`config.mk`:
```
export PLATFORM = sky130hd
export DESIGN_NAME = dtc_timer_core
export DESIGN_NICKNAME = d
export VERILOG_FILES = /design/src/design/dtc_pkg.sv /design/src/design/dtc_timer_core.sv /design/src/design/dtc_pin_sync.sv
export SDC_FILE = /design/constraint.sdc
export NUM_CORES = 1
export LEC_CHECK = 0
export BUFFER_PORTS_ARGS = -buffer_cell sky130_fd_sc_hd__buf_2
export CAP_MARGIN = 20
export CORE_MARGIN = 1
export CORE_UTILIZATION = 40
export CTS_CLUSTER_DIAMETER = 60
export DETAILED_ROUTE_END_ITERATION = 10
export PLACE_DENSITY = 0.53
export RECOVER_POWER = 50
export SLEW_MARGIN = 10
export SYNTH_ARGS = -nofsm -noshare
export SYNTH_HDL_FRONTEND = slang
export SYNTH_SLANG_ARGS = --single-unit
```
`constraint.sdc`:
```
create_clock -name clk_in -period 2.8 [get_ports clk_in]
set_input_delay 0.28 -clock clk_in [delete_from_list [all_inputs] [get_ports clk_in]]
set_output_delay 0.28 -clock clk_in [all_outputs]
set_load 0.05 [all_outputs]
```
`src/design/dtc_pkg.sv`:
```
package dtc_pkg;

	// -------------------------------------------------------------
	// register offsets
	// -------------------------------------------------------------
	localparam logic [7:0] ADDR_TIMER_CONTROL_AND_EXT_IRQ = 8'h88;
	localparam logic [7:0] ADDR_TIMER_MODE_SELECT         = 8'h89;
	localparam logic [7:0] ADDR_FIRST_LOW                 = 8'h8a;
	localparam logic [7:0] ADDR_SECOND_LOW                = 8'h8b;
	localparam logic [7:0] ADDR_FIRST_HIGH                = 8'h8c;
	localparam logic [7:0] ADDR_SECOND_HIGH               = 8'h8d;
	localparam logic [7:0] ADDR_PRESCALE_CONFIG_REG       = 8'h8e;

	// -------------------------------------------------------------
	// mode register fields
	// -------------------------------------------------------------
	localparam int MODE_SECOND_UNIT_GATING = 7;
	localparam int MODE_SECOND_UNIT_SOURCE = 6;
	localparam int MODE_SECOND_UNIT_MODE_HI = 5;
	localparam int MODE_SECOND_UNIT_MODE_LO = 4;
	localparam int MODE_FIRST_UNIT_GATING  = 3;
	localparam int MODE_FIRST_UNIT_SOURCE  = 2;
	localparam int MODE_FIRST_UNIT_MODE_HI = 1;
	localparam int MODE_FIRST_UNIT_MODE_LO = 0;

	// -------------------------------------------------------------
	// control register fields
	// -------------------------------------------------------------
	localparam int CTL_SECOND_UNIT_OVERFLOW_FLAG = 7;
	localparam int CTL_SECOND_UNIT_RUN           = 6;
	localparam int CTL_FIRST_UNIT_OVERFLOW_FLAG  = 5;
	localparam int CTL_FIRST_UNIT_RUN            = 4;
	localparam int CTL_EXT_REQUEST_B_FLAG        = 3;
	localparam int CTL_EXT_REQUEST_B_TYPE        = 2;
	localparam int CTL_EXT_REQUEST_A_FLAG        = 1;
	localparam int CTL_EXT_REQUEST_A_TYPE        = 0;

	// -------------------------------------------------------------
	// prescale config fields and reset values
	// -------------------------------------------------------------
	localparam int PCFG_SECOND_UNIT_PRESCALE_SEL = 4;
	localparam int PCFG_FIRST_UNIT_PRESCALE_SEL  = 3;
	localparam logic [7:0] RESET_BYTE             = 8'h00;
	localparam logic [1:0] RESET_PRESCALE         = 2'h0;

	// -------------------------------------------------------------
	// modes and prescale counts
	// -------------------------------------------------------------
	localparam logic [1:0] MODE_COUNT13 = 2'h0;
	localparam logic [1:0] MODE_COUNT16 = 2'h1;
	localparam logic [1:0] MODE_RELOAD8 = 2'h2;
	localparam logic [1:0] MODE_SPLIT   = 2'h3;
	localparam int         DIV_SLOW     = 12;
	localparam int         DIV_FAST     = 4;
	localparam logic [3:0] DIV_LAST     = 4'(DIV_SLOW - 1);
	localparam logic [1:0] DIV_FAST_LAST = 2'(DIV_FAST - 1);
	localparam logic [12:0] MAX13       = 13'h1fff;

	// one counting step: {overflow, high byte, low byte}
	function automatic logic [16:0] dtc_step(input logic [1:0] m,
		input logic [7:0] hi, input logic [7:0] lo);
		logic [12:0] v13;
		logic [15:0] v16;
		logic [16:0] r;
		v13 = {hi, lo[4:0]} + 13'h0001;
		v16 = {hi, lo} + 16'h0001;
		case (m)
			MODE_COUNT13: begin
				r = {({hi, lo[4:0]} == MAX13), v13[12:5], lo[7:5], v13[4:0]};
			end
			MODE_COUNT16: begin
				r = {({hi, lo} == 16'hffff), v16};
			end
			MODE_RELOAD8: begin
				r = {(lo == 8'hff), hi, ((lo == 8'hff) ? hi : v16[7:0])};
			end
			default: begin
				r = {(lo == 8'hff), hi, v16[7:0]};
			end
		endcase
		return r;
	endfunction

	typedef struct packed {
		logic [7:0] mode;
		logic [7:0] ctrl;
		logic [7:0] lo0;
		logic [7:0] hi0;
		logic [7:0] lo1;
		logic [7:0] hi1;
		logic [1:0] psel;
		logic [3:0] div;
		logic [7:0] rdata;
	} dtc_state_t;

endpackage

```
`src/design/dtc_timer_core.sv`:
```
// Implementation choice: the plain strobed port.
`timescale 1ns/1ns
// -------------------------------------------------------------
// Summary of operation
// - second unit gating set: counts only while run and request b pin high.
// - first unit gating set: counts only while run and request a pin high.
// - second unit source: 0 prescaled clock, 1 falling edges on its pin.
// - first unit source: 0 prescaled clock, 1 falling edges on its pin.
// - second unit modes: 13-bit, 16-bit, 8-bit reload, stopped.
// - first unit modes: 13-bit, 16-bit, 8-bit reload, two 8-bit counters.
// - second overflow flag set on overflow, cleared on vector.
// - first overflow flag set on overflow, cleared on vector.
// - second run bit enables the second unit.
// - first run bit enables the first unit.
// - edge mode: request b flag set on falling edge, vector clears, software sets.
// - level mode: request b flag follows low pin, writes ignored.
// - request b type: 0 level low, 1 falling edge.
// - edge mode: request a flag set on falling edge, vector clears, software sets.
// - level mode: request a flag follows low pin, writes ignored.
// - request a type: 0 level low, 1 falling edge.
// - 13-bit mode uses low five bits plus high byte, rolls over, flags.
// - reload mode reloads low byte from high byte on overflow.
// - first unit split: second unit holds; first high byte uses second run and flag.
// - prescale select 0 divides by 12, 1 by 4; ignored for pin counting.
// -------------------------------------------------------------
module dtc_timer_core
	import dtc_pkg::*;
(
	input  wire logic       clk_in,
	input  wire logic       reset_in,
	input  wire logic [7:0] addr_in,
	input  wire logic [7:0] wdata_in,
	input  wire logic       write_in,
	input  wire logic       read_in,
	output logic      [7:0] rdata_out,
	input  wire logic       first_unit_count_pin_in,
	input  wire logic       second_unit_count_pin_in,
	input  wire logic       ext_request_a_pin_in,
	input  wire logic       ext_request_b_pin_in,
	input  wire logic       vector_first_unit_in,
	input  wire logic       vector_second_unit_in,
	input  wire logic       vector_request_a_in,
	input  wire logic       vector_request_b_in,
	output logic            first_unit_overflow_flag_out,
	output logic            second_unit_overflow_flag_out,
	output logic            ext_request_a_flag_out,
	output logic            ext_request_b_flag_out
);
	// -------------------------------------------------------------
	// state and synchronised pin terms
	// -------------------------------------------------------------
	// whole block state lives in one packed struct
	dtc_state_t state_reg;
	dtc_state_t state_next;

	// count pins feed edges only; request pins feed levels and edges
	logic        t0_fall;
	logic        t1_fall;
	logic        req_a_level;
	logic        req_a_fall;
	logic        req_b_level;
	logic        req_b_fall;

	// -------------------------------------------------------------
	// pin synchronisers
	// -------------------------------------------------------------
	// all four pins cross into the system clock here
	// count pins: a counter only needs the falling edge, level left open
	dtc_pin_sync u_sync_t0 (
		.clk_in    (clk_in),
		.reset_in  (reset_in),
		.pin_in    (first_unit_count_pin_in),
		.level_out (),
		.fall_out  (t0_fall)
	);
	dtc_pin_sync u_sync_t1 (
		.clk_in    (clk_in),
		.reset_in  (reset_in),
		.pin_in    (second_unit_count_pin_in),
		.level_out (),
		.fall_out  (t1_fall)
	);
	// request pins: levels gate and drive level flags, edges set edge flags
	dtc_pin_sync u_sync_a (
		.clk_in    (clk_in),
		.reset_in  (reset_in),
		.pin_in    (ext_request_a_pin_in),
		.level_out (req_a_level),
		.fall_out  (req_a_fall)
	);
	dtc_pin_sync u_sync_b (
		.clk_in    (clk_in),
		.reset_in  (reset_in),
		.pin_in    (ext_request_b_pin_in),
		.level_out (req_b_level),
		.fall_out  (req_b_fall)
	);

	// -------------------------------------------------------------
	// next-state logic
	// -------------------------------------------------------------
	always_comb begin
		// scratch terms; each cleared first so no path leaves one open
		logic [1:0]  m0;
		logic [1:0]  m1;
		logic        tick_slow;
		logic        tick_fast;
		logic        clk0;
		logic        clk1;
		logic        en0;
		logic        en1;
		logic        en_hi0;
		logic [16:0] step0;
		logic [16:0] step1;
		logic        ovf0;
		logic        ovf1;
		logic        ovf_hi0;
		logic        edge_a;
		logic        edge_b;
		m0        = '0;
		m1        = '0;
		tick_slow = 1'b0;
		tick_fast = 1'b0;
		clk0      = 1'b0;
		clk1      = 1'b0;
		en0       = 1'b0;
		en1       = 1'b0;
		en_hi0    = 1'b0;
		step0     = '0;
		step1     = '0;
		ovf0      = 1'b0;
		ovf1      = 1'b0;
		ovf_hi0   = 1'b0;
		edge_a    = 1'b0;
		edge_b    = 1'b0;
		// hold by default; read data drop back to zero after one cycle
		state_next       = state_reg;
		state_next.rdata = RESET_BYTE;

		// -------------------------------------------------------------
		// counting
		// -------------------------------------------------------------
		// shared prescaler: one mod-12 count serves both divide ratios
		// limitation: never restarted, so a first tick comes 1 to 12 clocks after run
		tick_slow = (state_reg.div == DIV_LAST);
		tick_fast = (state_reg.div[1:0] == DIV_FAST_LAST);
		state_next.div = tick_slow ? 4'h0 : state_reg.div + 4'h1;
		clk0 = state_reg.psel[0] ? tick_fast : tick_slow;
		clk1 = state_reg.psel[1] ? tick_fast : tick_slow;

		// mode fields of both units
		m0 = {state_reg.mode[MODE_FIRST_UNIT_MODE_HI], state_reg.mode[MODE_FIRST_UNIT_MODE_LO]};
		m1 = {state_reg.mode[MODE_SECOND_UNIT_MODE_HI],
			state_reg.mode[MODE_SECOND_UNIT_MODE_LO]};

		// first unit enable: run, gate, source
		en0 = state_reg.ctrl[CTL_FIRST_UNIT_RUN]
			& (~state_reg.mode[MODE_FIRST_UNIT_GATING] | req_a_level)
			& (state_reg.mode[MODE_FIRST_UNIT_SOURCE] ? t0_fall : clk0);

		// second unit enable; stopped in its own mode 3 or by split mode
		en1 = state_reg.ctrl[CTL_SECOND_UNIT_RUN]
			& (~state_reg.mode[MODE_SECOND_UNIT_GATING] | req_b_level)
			& (state_reg.mode[MODE_SECOND_UNIT_SOURCE] ? t1_fall : clk1)
			& (m1 != MODE_SPLIT)
			& (m0 != MODE_SPLIT);

		// split mode: first high byte is a plain timer on the second run bit
		en_hi0 = (m0 == MODE_SPLIT) & state_reg.ctrl[CTL_SECOND_UNIT_RUN] & clk1;

		// counting steps per mode
		// 13-bit mode leaves the top three low-byte bits untouched
		step0 = dtc_step(m0, state_reg.hi0, state_reg.lo0);
		step1 = dtc_step(m1, state_reg.hi1, state_reg.lo1);
		ovf0  = en0 & step0[16];
		ovf1  = en1 & step1[16];
		ovf_hi0 = en_hi0 & (state_reg.hi0 == 8'hff);

		// commit steps; the split high-byte count is applied last so it wins
		if (en0) begin
			state_next.lo0 = step0[7:0];
			state_next.hi0 = step0[15:8]; // unchanged in split mode
		end
		if (en_hi0) begin
			state_next.hi0 = state_reg.hi0 + 8'h01;
		end
		if (en1) begin
			state_next.lo1 = step1[7:0];
			state_next.hi1 = step1[15:8];
		end

		// -------------------------------------------------------------
		// register writes
		// -------------------------------------------------------------
		// software writes to bytes override a count in the same cycle
		if (write_in) begin
			if (addr_in == ADDR_TIMER_MODE_SELECT) begin
				state_next.mode = wdata_in;
			end else if (addr_in == ADDR_TIMER_CONTROL_AND_EXT_IRQ) begin
				state_next.ctrl = wdata_in;
			end else if (addr_in == ADDR_FIRST_LOW) begin
				state_next.lo0 = wdata_in;
			end else if (addr_in == ADDR_SECOND_LOW) begin
				state_next.lo1 = wdata_in;
			end else if (addr_in == ADDR_FIRST_HIGH) begin
				state_next.hi0 = wdata_in;
			end else if (addr_in == ADDR_SECOND_HIGH) begin
				state_next.hi1 = wdata_in;
			end else if (addr_in == ADDR_PRESCALE_CONFIG_REG) begin
				state_next.psel = {wdata_in[PCFG_SECOND_UNIT_PRESCALE_SEL],
					wdata_in[PCFG_FIRST_UNIT_PRESCALE_SEL]};
			end
		end

		// -------------------------------------------------------------
		// flag updates
		// -------------------------------------------------------------
		// overflow flags: vector clears, a same-cycle overflow still wins
		if (vector_first_unit_in) begin
			state_next.ctrl[CTL_FIRST_UNIT_OVERFLOW_FLAG] = 1'b0;
		end
		if (ovf0) begin
			state_next.ctrl[CTL_FIRST_UNIT_OVERFLOW_FLAG] = 1'b1;
		end
		if (vector_second_unit_in) begin
			state_next.ctrl[CTL_SECOND_UNIT_OVERFLOW_FLAG] = 1'b0;
		end
		if (ovf1 | ovf_hi0) begin
			state_next.ctrl[CTL_SECOND_UNIT_OVERFLOW_FLAG] = 1'b1;
		end

		// request a: edge mode keeps write value unless vectored or edged
		edge_a = state_reg.ctrl[CTL_EXT_REQUEST_A_TYPE];
		if (edge_a) begin
			if (vector_request_a_in) begin
				state_next.ctrl[CTL_EXT_REQUEST_A_FLAG] = 1'b0;
			end
			if (req_a_fall) begin
				state_next.ctrl[CTL_EXT_REQUEST_A_FLAG] = 1'b1;
			end
		end else begin
			state_next.ctrl[CTL_EXT_REQUEST_A_FLAG] = ~req_a_level;
		end

		// request b: same scheme
		edge_b = state_reg.ctrl[CTL_EXT_REQUEST_B_TYPE];
		if (edge_b) begin
			if (vector_request_b_in) begin
				state_next.ctrl[CTL_EXT_REQUEST_B_FLAG] = 1'b0;
			end
			if (req_b_fall) begin
				state_next.ctrl[CTL_EXT_REQUEST_B_FLAG] = 1'b1;
			end
		end else begin
			state_next.ctrl[CTL_EXT_REQUEST_B_FLAG] = ~req_b_level;
		end

		// -------------------------------------------------------------
		// read back mux
		// -------------------------------------------------------------
		// read data, valid in the cycle after the strobe only
		if (read_in) begin
			if (addr_in == ADDR_TIMER_MODE_SELECT) begin
				state_next.rdata = state_reg.mode;
			end else if (addr_in == ADDR_TIMER_CONTROL_AND_EXT_IRQ) begin
				state_next.rdata = state_reg.ctrl;
			end else if (addr_in == ADDR_FIRST_LOW) begin
				state_next.rdata = state_reg.lo0;
			end else if (addr_in == ADDR_SECOND_LOW) begin
				state_next.rdata = state_reg.lo1;
			end else if (addr_in == ADDR_FIRST_HIGH) begin
				state_next.rdata = state_reg.hi0;
			end else if (addr_in == ADDR_SECOND_HIGH) begin
				state_next.rdata = state_reg.hi1;
			end else if (addr_in == ADDR_PRESCALE_CONFIG_REG) begin
				state_next.rdata[PCFG_SECOND_UNIT_PRESCALE_SEL] = state_reg.psel[1];
				state_next.rdata[PCFG_FIRST_UNIT_PRESCALE_SEL]  = state_reg.psel[0];
			end
		end
	end

	// -------------------------------------------------------------
	// state register
	// -------------------------------------------------------------
	// synchronous reset clears every field, prescaler phase included
	always_ff @(posedge clk_in) begin
		if (reset_in) begin
			state_reg.mode  <= RESET_BYTE;
			state_reg.ctrl  <= RESET_BYTE;
			state_reg.lo0   <= RESET_BYTE;
			state_reg.hi0   <= RESET_BYTE;
			state_reg.lo1   <= RESET_BYTE;
			state_reg.hi1   <= RESET_BYTE;
			state_reg.psel  <= RESET_PRESCALE;
			state_reg.div   <= 4'h0;
			state_reg.rdata <= RESET_BYTE;
		end else begin
			state_reg <= state_next;
		end
	end

	// outputs straight from the state flops
	assign rdata_out                     = state_reg.rdata;
	assign first_unit_overflow_flag_out  = state_reg.ctrl[CTL_FIRST_UNIT_OVERFLOW_FLAG];
	assign second_unit_overflow_flag_out = state_reg.ctrl[CTL_SECOND_UNIT_OVERFLOW_FLAG];
	assign ext_request_a_flag_out        = state_reg.ctrl[CTL_EXT_REQUEST_A_FLAG];
	assign ext_request_b_flag_out        = state_reg.ctrl[CTL_EXT_REQUEST_B_FLAG];
endmodule

```
`src/design/dtc_pin_sync.sv`:
```
`timescale 1ns/1ns
// two-flop synchroniser with falling-edge detect on the settled samples
module dtc_pin_sync (
	input  wire logic clk_in,
	input  wire logic reset_in,
	input  wire logic pin_in,
	output logic      level_out,
	output logic      fall_out
);
	logic meta_reg;
	logic sync_reg;
	logic prev_reg;

	// -------------------------------------------------------------
	// sampling
	// -------------------------------------------------------------
	// reset to high so an idle-high pin gives no false edge
	always_ff @(posedge clk_in) begin
		if (reset_in) begin
			meta_reg <= 1'b1;
			sync_reg <= 1'b1;
			prev_reg <= 1'b1;
		end else begin
			meta_reg <= pin_in;
			sync_reg <= meta_reg;
			prev_reg <= sync_reg;
		end
	end

	// edge from two settled samples only
	assign level_out = sync_reg;
	assign fall_out  = prev_reg & ~sync_reg;
endmodule

```
==> results.sh <==
export IMPL_path_buf_inv=2
export IMPL_crit_slowest_cell="nor3_1"
export IMPL_finalHoldViolCount=0
export IMPL_synthTopCellsByCount="dfxtp_1, nor2_1, nand2_1"
export IMPL_power_density_nw_per_um2=484
export IMPL_synth_ff_type="dfxtp_1"
export IMPL_totalWireLength_um=15400
export IMPL_synth_distinct_cells=75
export IMPL_rows=38
export IMPL_worstHoldPathType="in -> reg"
export IMPL_synth_async_reset_ratio=0
export IMPL_fill_cells=1120
export IMPL_via_count=4638
export IMPL_grt_max_degree=62
export IMPL_fmax_mhz=404
export IMPL_cp_cell_sequence="clkbuf_1 > nor4b_4 > clkbuf_1 > nand3b_1 > nor3_1 > nand2_1 > nand2_1 > a21oi_1"
export IMPL_synth_top_area_share=0.328
export IMPL_place_area_um2=4780
export IMPL_cts_buffers=9
export IMPL_area_growth_synth_to_final_pct=12.0
export IMPL_die_x_um=108
export IMPL_finalSetupViolCount=0
export IMPL_n_antenna_cell=0
export IMPL_io_buffers=39
export IMPL_syn_inst=585
export IMPL_status="complete, no violations"
export IMPL_yosysMostFrequentCell="dfxtp_1"
export IMPL_slew_violations=0
export IMPL_clock_sinks=74
export IMPL_setup_tns_ns=0
export IMPL_grt_pass1_wl_um=24400
export IMPL_track_usage=0.281
export IMPL_yosys_top_cells_area="dfxtp_1, nor2_1, nand2_1"
export IMPL_cp_start_kind="primary input"
export IMPL_path_max_fanout=10
export IMPL_die_area_um2=11700
export IMPL_cts_tree="built"
export IMPL_holdBufCountCts=0
export IMPL_slowest_delay_ns=0.70
export IMPL_gp_congestion=0.936
export IMPL_arrival_ns=2.66
export IMPL_ir_worst_vdd_v=0.000320
export IMPL_power_leakage_nw=1.71
export IMPL_avgSynthCellArea_um2=7.71
export IMPL_post_route_period_util=0.885
export IMPL_drv_cap=0
export IMPL_rsz0062_at_grt="no"
export IMPL_criticalPathCategory="in -> reg"
export IMPL_final_antenna_net_count=0
export IMPL_place_hpwl_um=11100
export IMPL_wl_per_cell_um=20.5
export IMPL_ctsResizeCount=0
export IMPL_dieHeight_um=108
export IMPL_totalPowerFinal_w=0.00244
export IMPL_cp_top_family="simple AND/OR/NAND/NOR gates"
export IMPL_ys_warn_count=0
export IMPL_ys_seq_area_frac=0.328
export IMPL_finalNetCount=637
export IMPL_synth_cell_area_um2=4510
export IMPL_antenna_found_initial=0
export IMPL_max_slew_margin=0.150
export IMPL_core_um2=10900
export IMPL_worst_pin_slew_ns=1.27
export IMPL_initial_core_util=0.413
export IMPL_design_area_um2=5050
export IMPL_required_ns=2.98
export IMPL_fin_crit_ns=2.48
export IMPL_synth_nets=617
export IMPL_clk_path_buf_depth=2
export IMPL_ys_seq_elements=74
export IMPL_clock_skew_ns=0.00596
export IMPL_seq_area_um2=1480
export IMPL_layout_drive_gt1_share=0.133
export IMPL_ios=40
export IMPL_grt_overflow_total=0
export IMPL_crit_path_end_kind="register"
export IMPL_regToRegSetupSlack_ns=0.38
export IMPL_synth_largest_area_cell="dfxtp_1"
export IMPL_synth_edff_count=0
export IMPL_dr_first_iter_drc_count=489
export IMPL_grt_pass1_vias=4282
export IMPL_path_clk_slew_ns=0.06
export IMPL_multiInputGateArea_um2=2750
export IMPL_drtPass1Iterations=6
export IMPL_cts_root_buf="clkbuf_16"
export IMPL_drc_errors=0
export IMPL_cts_setup_buffers=0
export IMPL_h_tree_depth=3
export IMPL_via_per_inst=6.18
export IMPL_insertion_delay_ns=0.35
export IMPL_largest_reg_flops=50
[logic make-up (layout without fill, tap and decap cells)]
group	count (synthesis)	count (layout)	share of synthesized area
AND/OR/NAND/NOR	264	264	0.303
adder cells (fa/ha/maj)	4	4	0.0111
AO/OA/AOI/OAI	155	155	0.237
flip-flops	74	74	0.328
buffers and inverters	60	85	0.0599
XOR/XNOR	13	13	0.0252
multiplexers	15	15	0.0358
[cell type report]
class / instances / area share
Clock buffer: 9 / 0.0446
Clock inverter: 7 / 0.0163
Inverter: 16 / 0.0119
Multi-Input combinational cell: 451 / 0.544
Sequential cell: 74 / 0.293
Tap cell: 140 / 0.0347
Timing Repair Buffer: 53 / 0.0550
[per-layer routing]
layer	wire [um]	up-vias	GRT usage
li1	-	2198	-
met1	6770	2198	0.386
met2	6910	222	0.427
met3	1400	20	0.0524
met4	331	0	0.120
met5	0	-	0
[worst paths after layout]
check                                              startpoint                             end  cells after the start
worst min register to register  u_sync_t0.meta_reg$_SDFF_PP1_  u_sync_t0.level_out$_SDFF_PP1_                      1
worst min-delay path                     ext_request_a_pin_in    u_sync_a.meta_reg$_SDFF_PP1_                      2
worst max register to register        state_reg[8]$_SDFF_PP0_        state_reg[33]$_SDFF_PP0_                      7
worst max-delay path                               addr_in[5]      state_reg[60]$_SDFFE_PP0P_                      8
[cell usage in the layout, fill, tap and decap left out, drive strengths merged, types with 5 or more instances in the layout]
master	count
o22ai	5
xnor2	10
inv	19
a21o	5
a22oi	7
nor2	67
clkbuf	24
nor2b	7
nor3	22
nand4	11
a211oi	10
mux2i	12
buf	38
a311oi	5
dfxtp	74
o21ai	26
or3	8
nand3	37
and3	8
or2	14
nor4	7
a21oi	37
nand2	58
a31oi	9
o31ai	5
[power by group]
part | internal, W | switching (W)
combinational | 0.0000469 | 0.0000959
clock | 0.000705 | 0.000513
sequential | 0.00107 | 0.0000145
[worst reg2reg max path: stages, from the launching register on]
cell	delay, ns
dfxtp_1	0.35
ha_1	0.28
nor2b_1	0.15
o21ai_0	0.23
a21o_1	0.38
o31ai_1	0.49
a21boi_0	0.18
o31a_1	0.26
[metrics by stage]
stage               worst slack [ns]  utilization  instances  hold WS (ns)
floorplan                      0.809            -        585         0.384
global placement               0.430        0.437        734         0.395
detailed placement             0.410        0.437        734         0.394
CTS                            0.404        0.465        750        0.0937
global route                   0.131        0.462        750        0.0952
finish                         0.323        0.462        750         0.104
(Power assumes the default switching activity.)
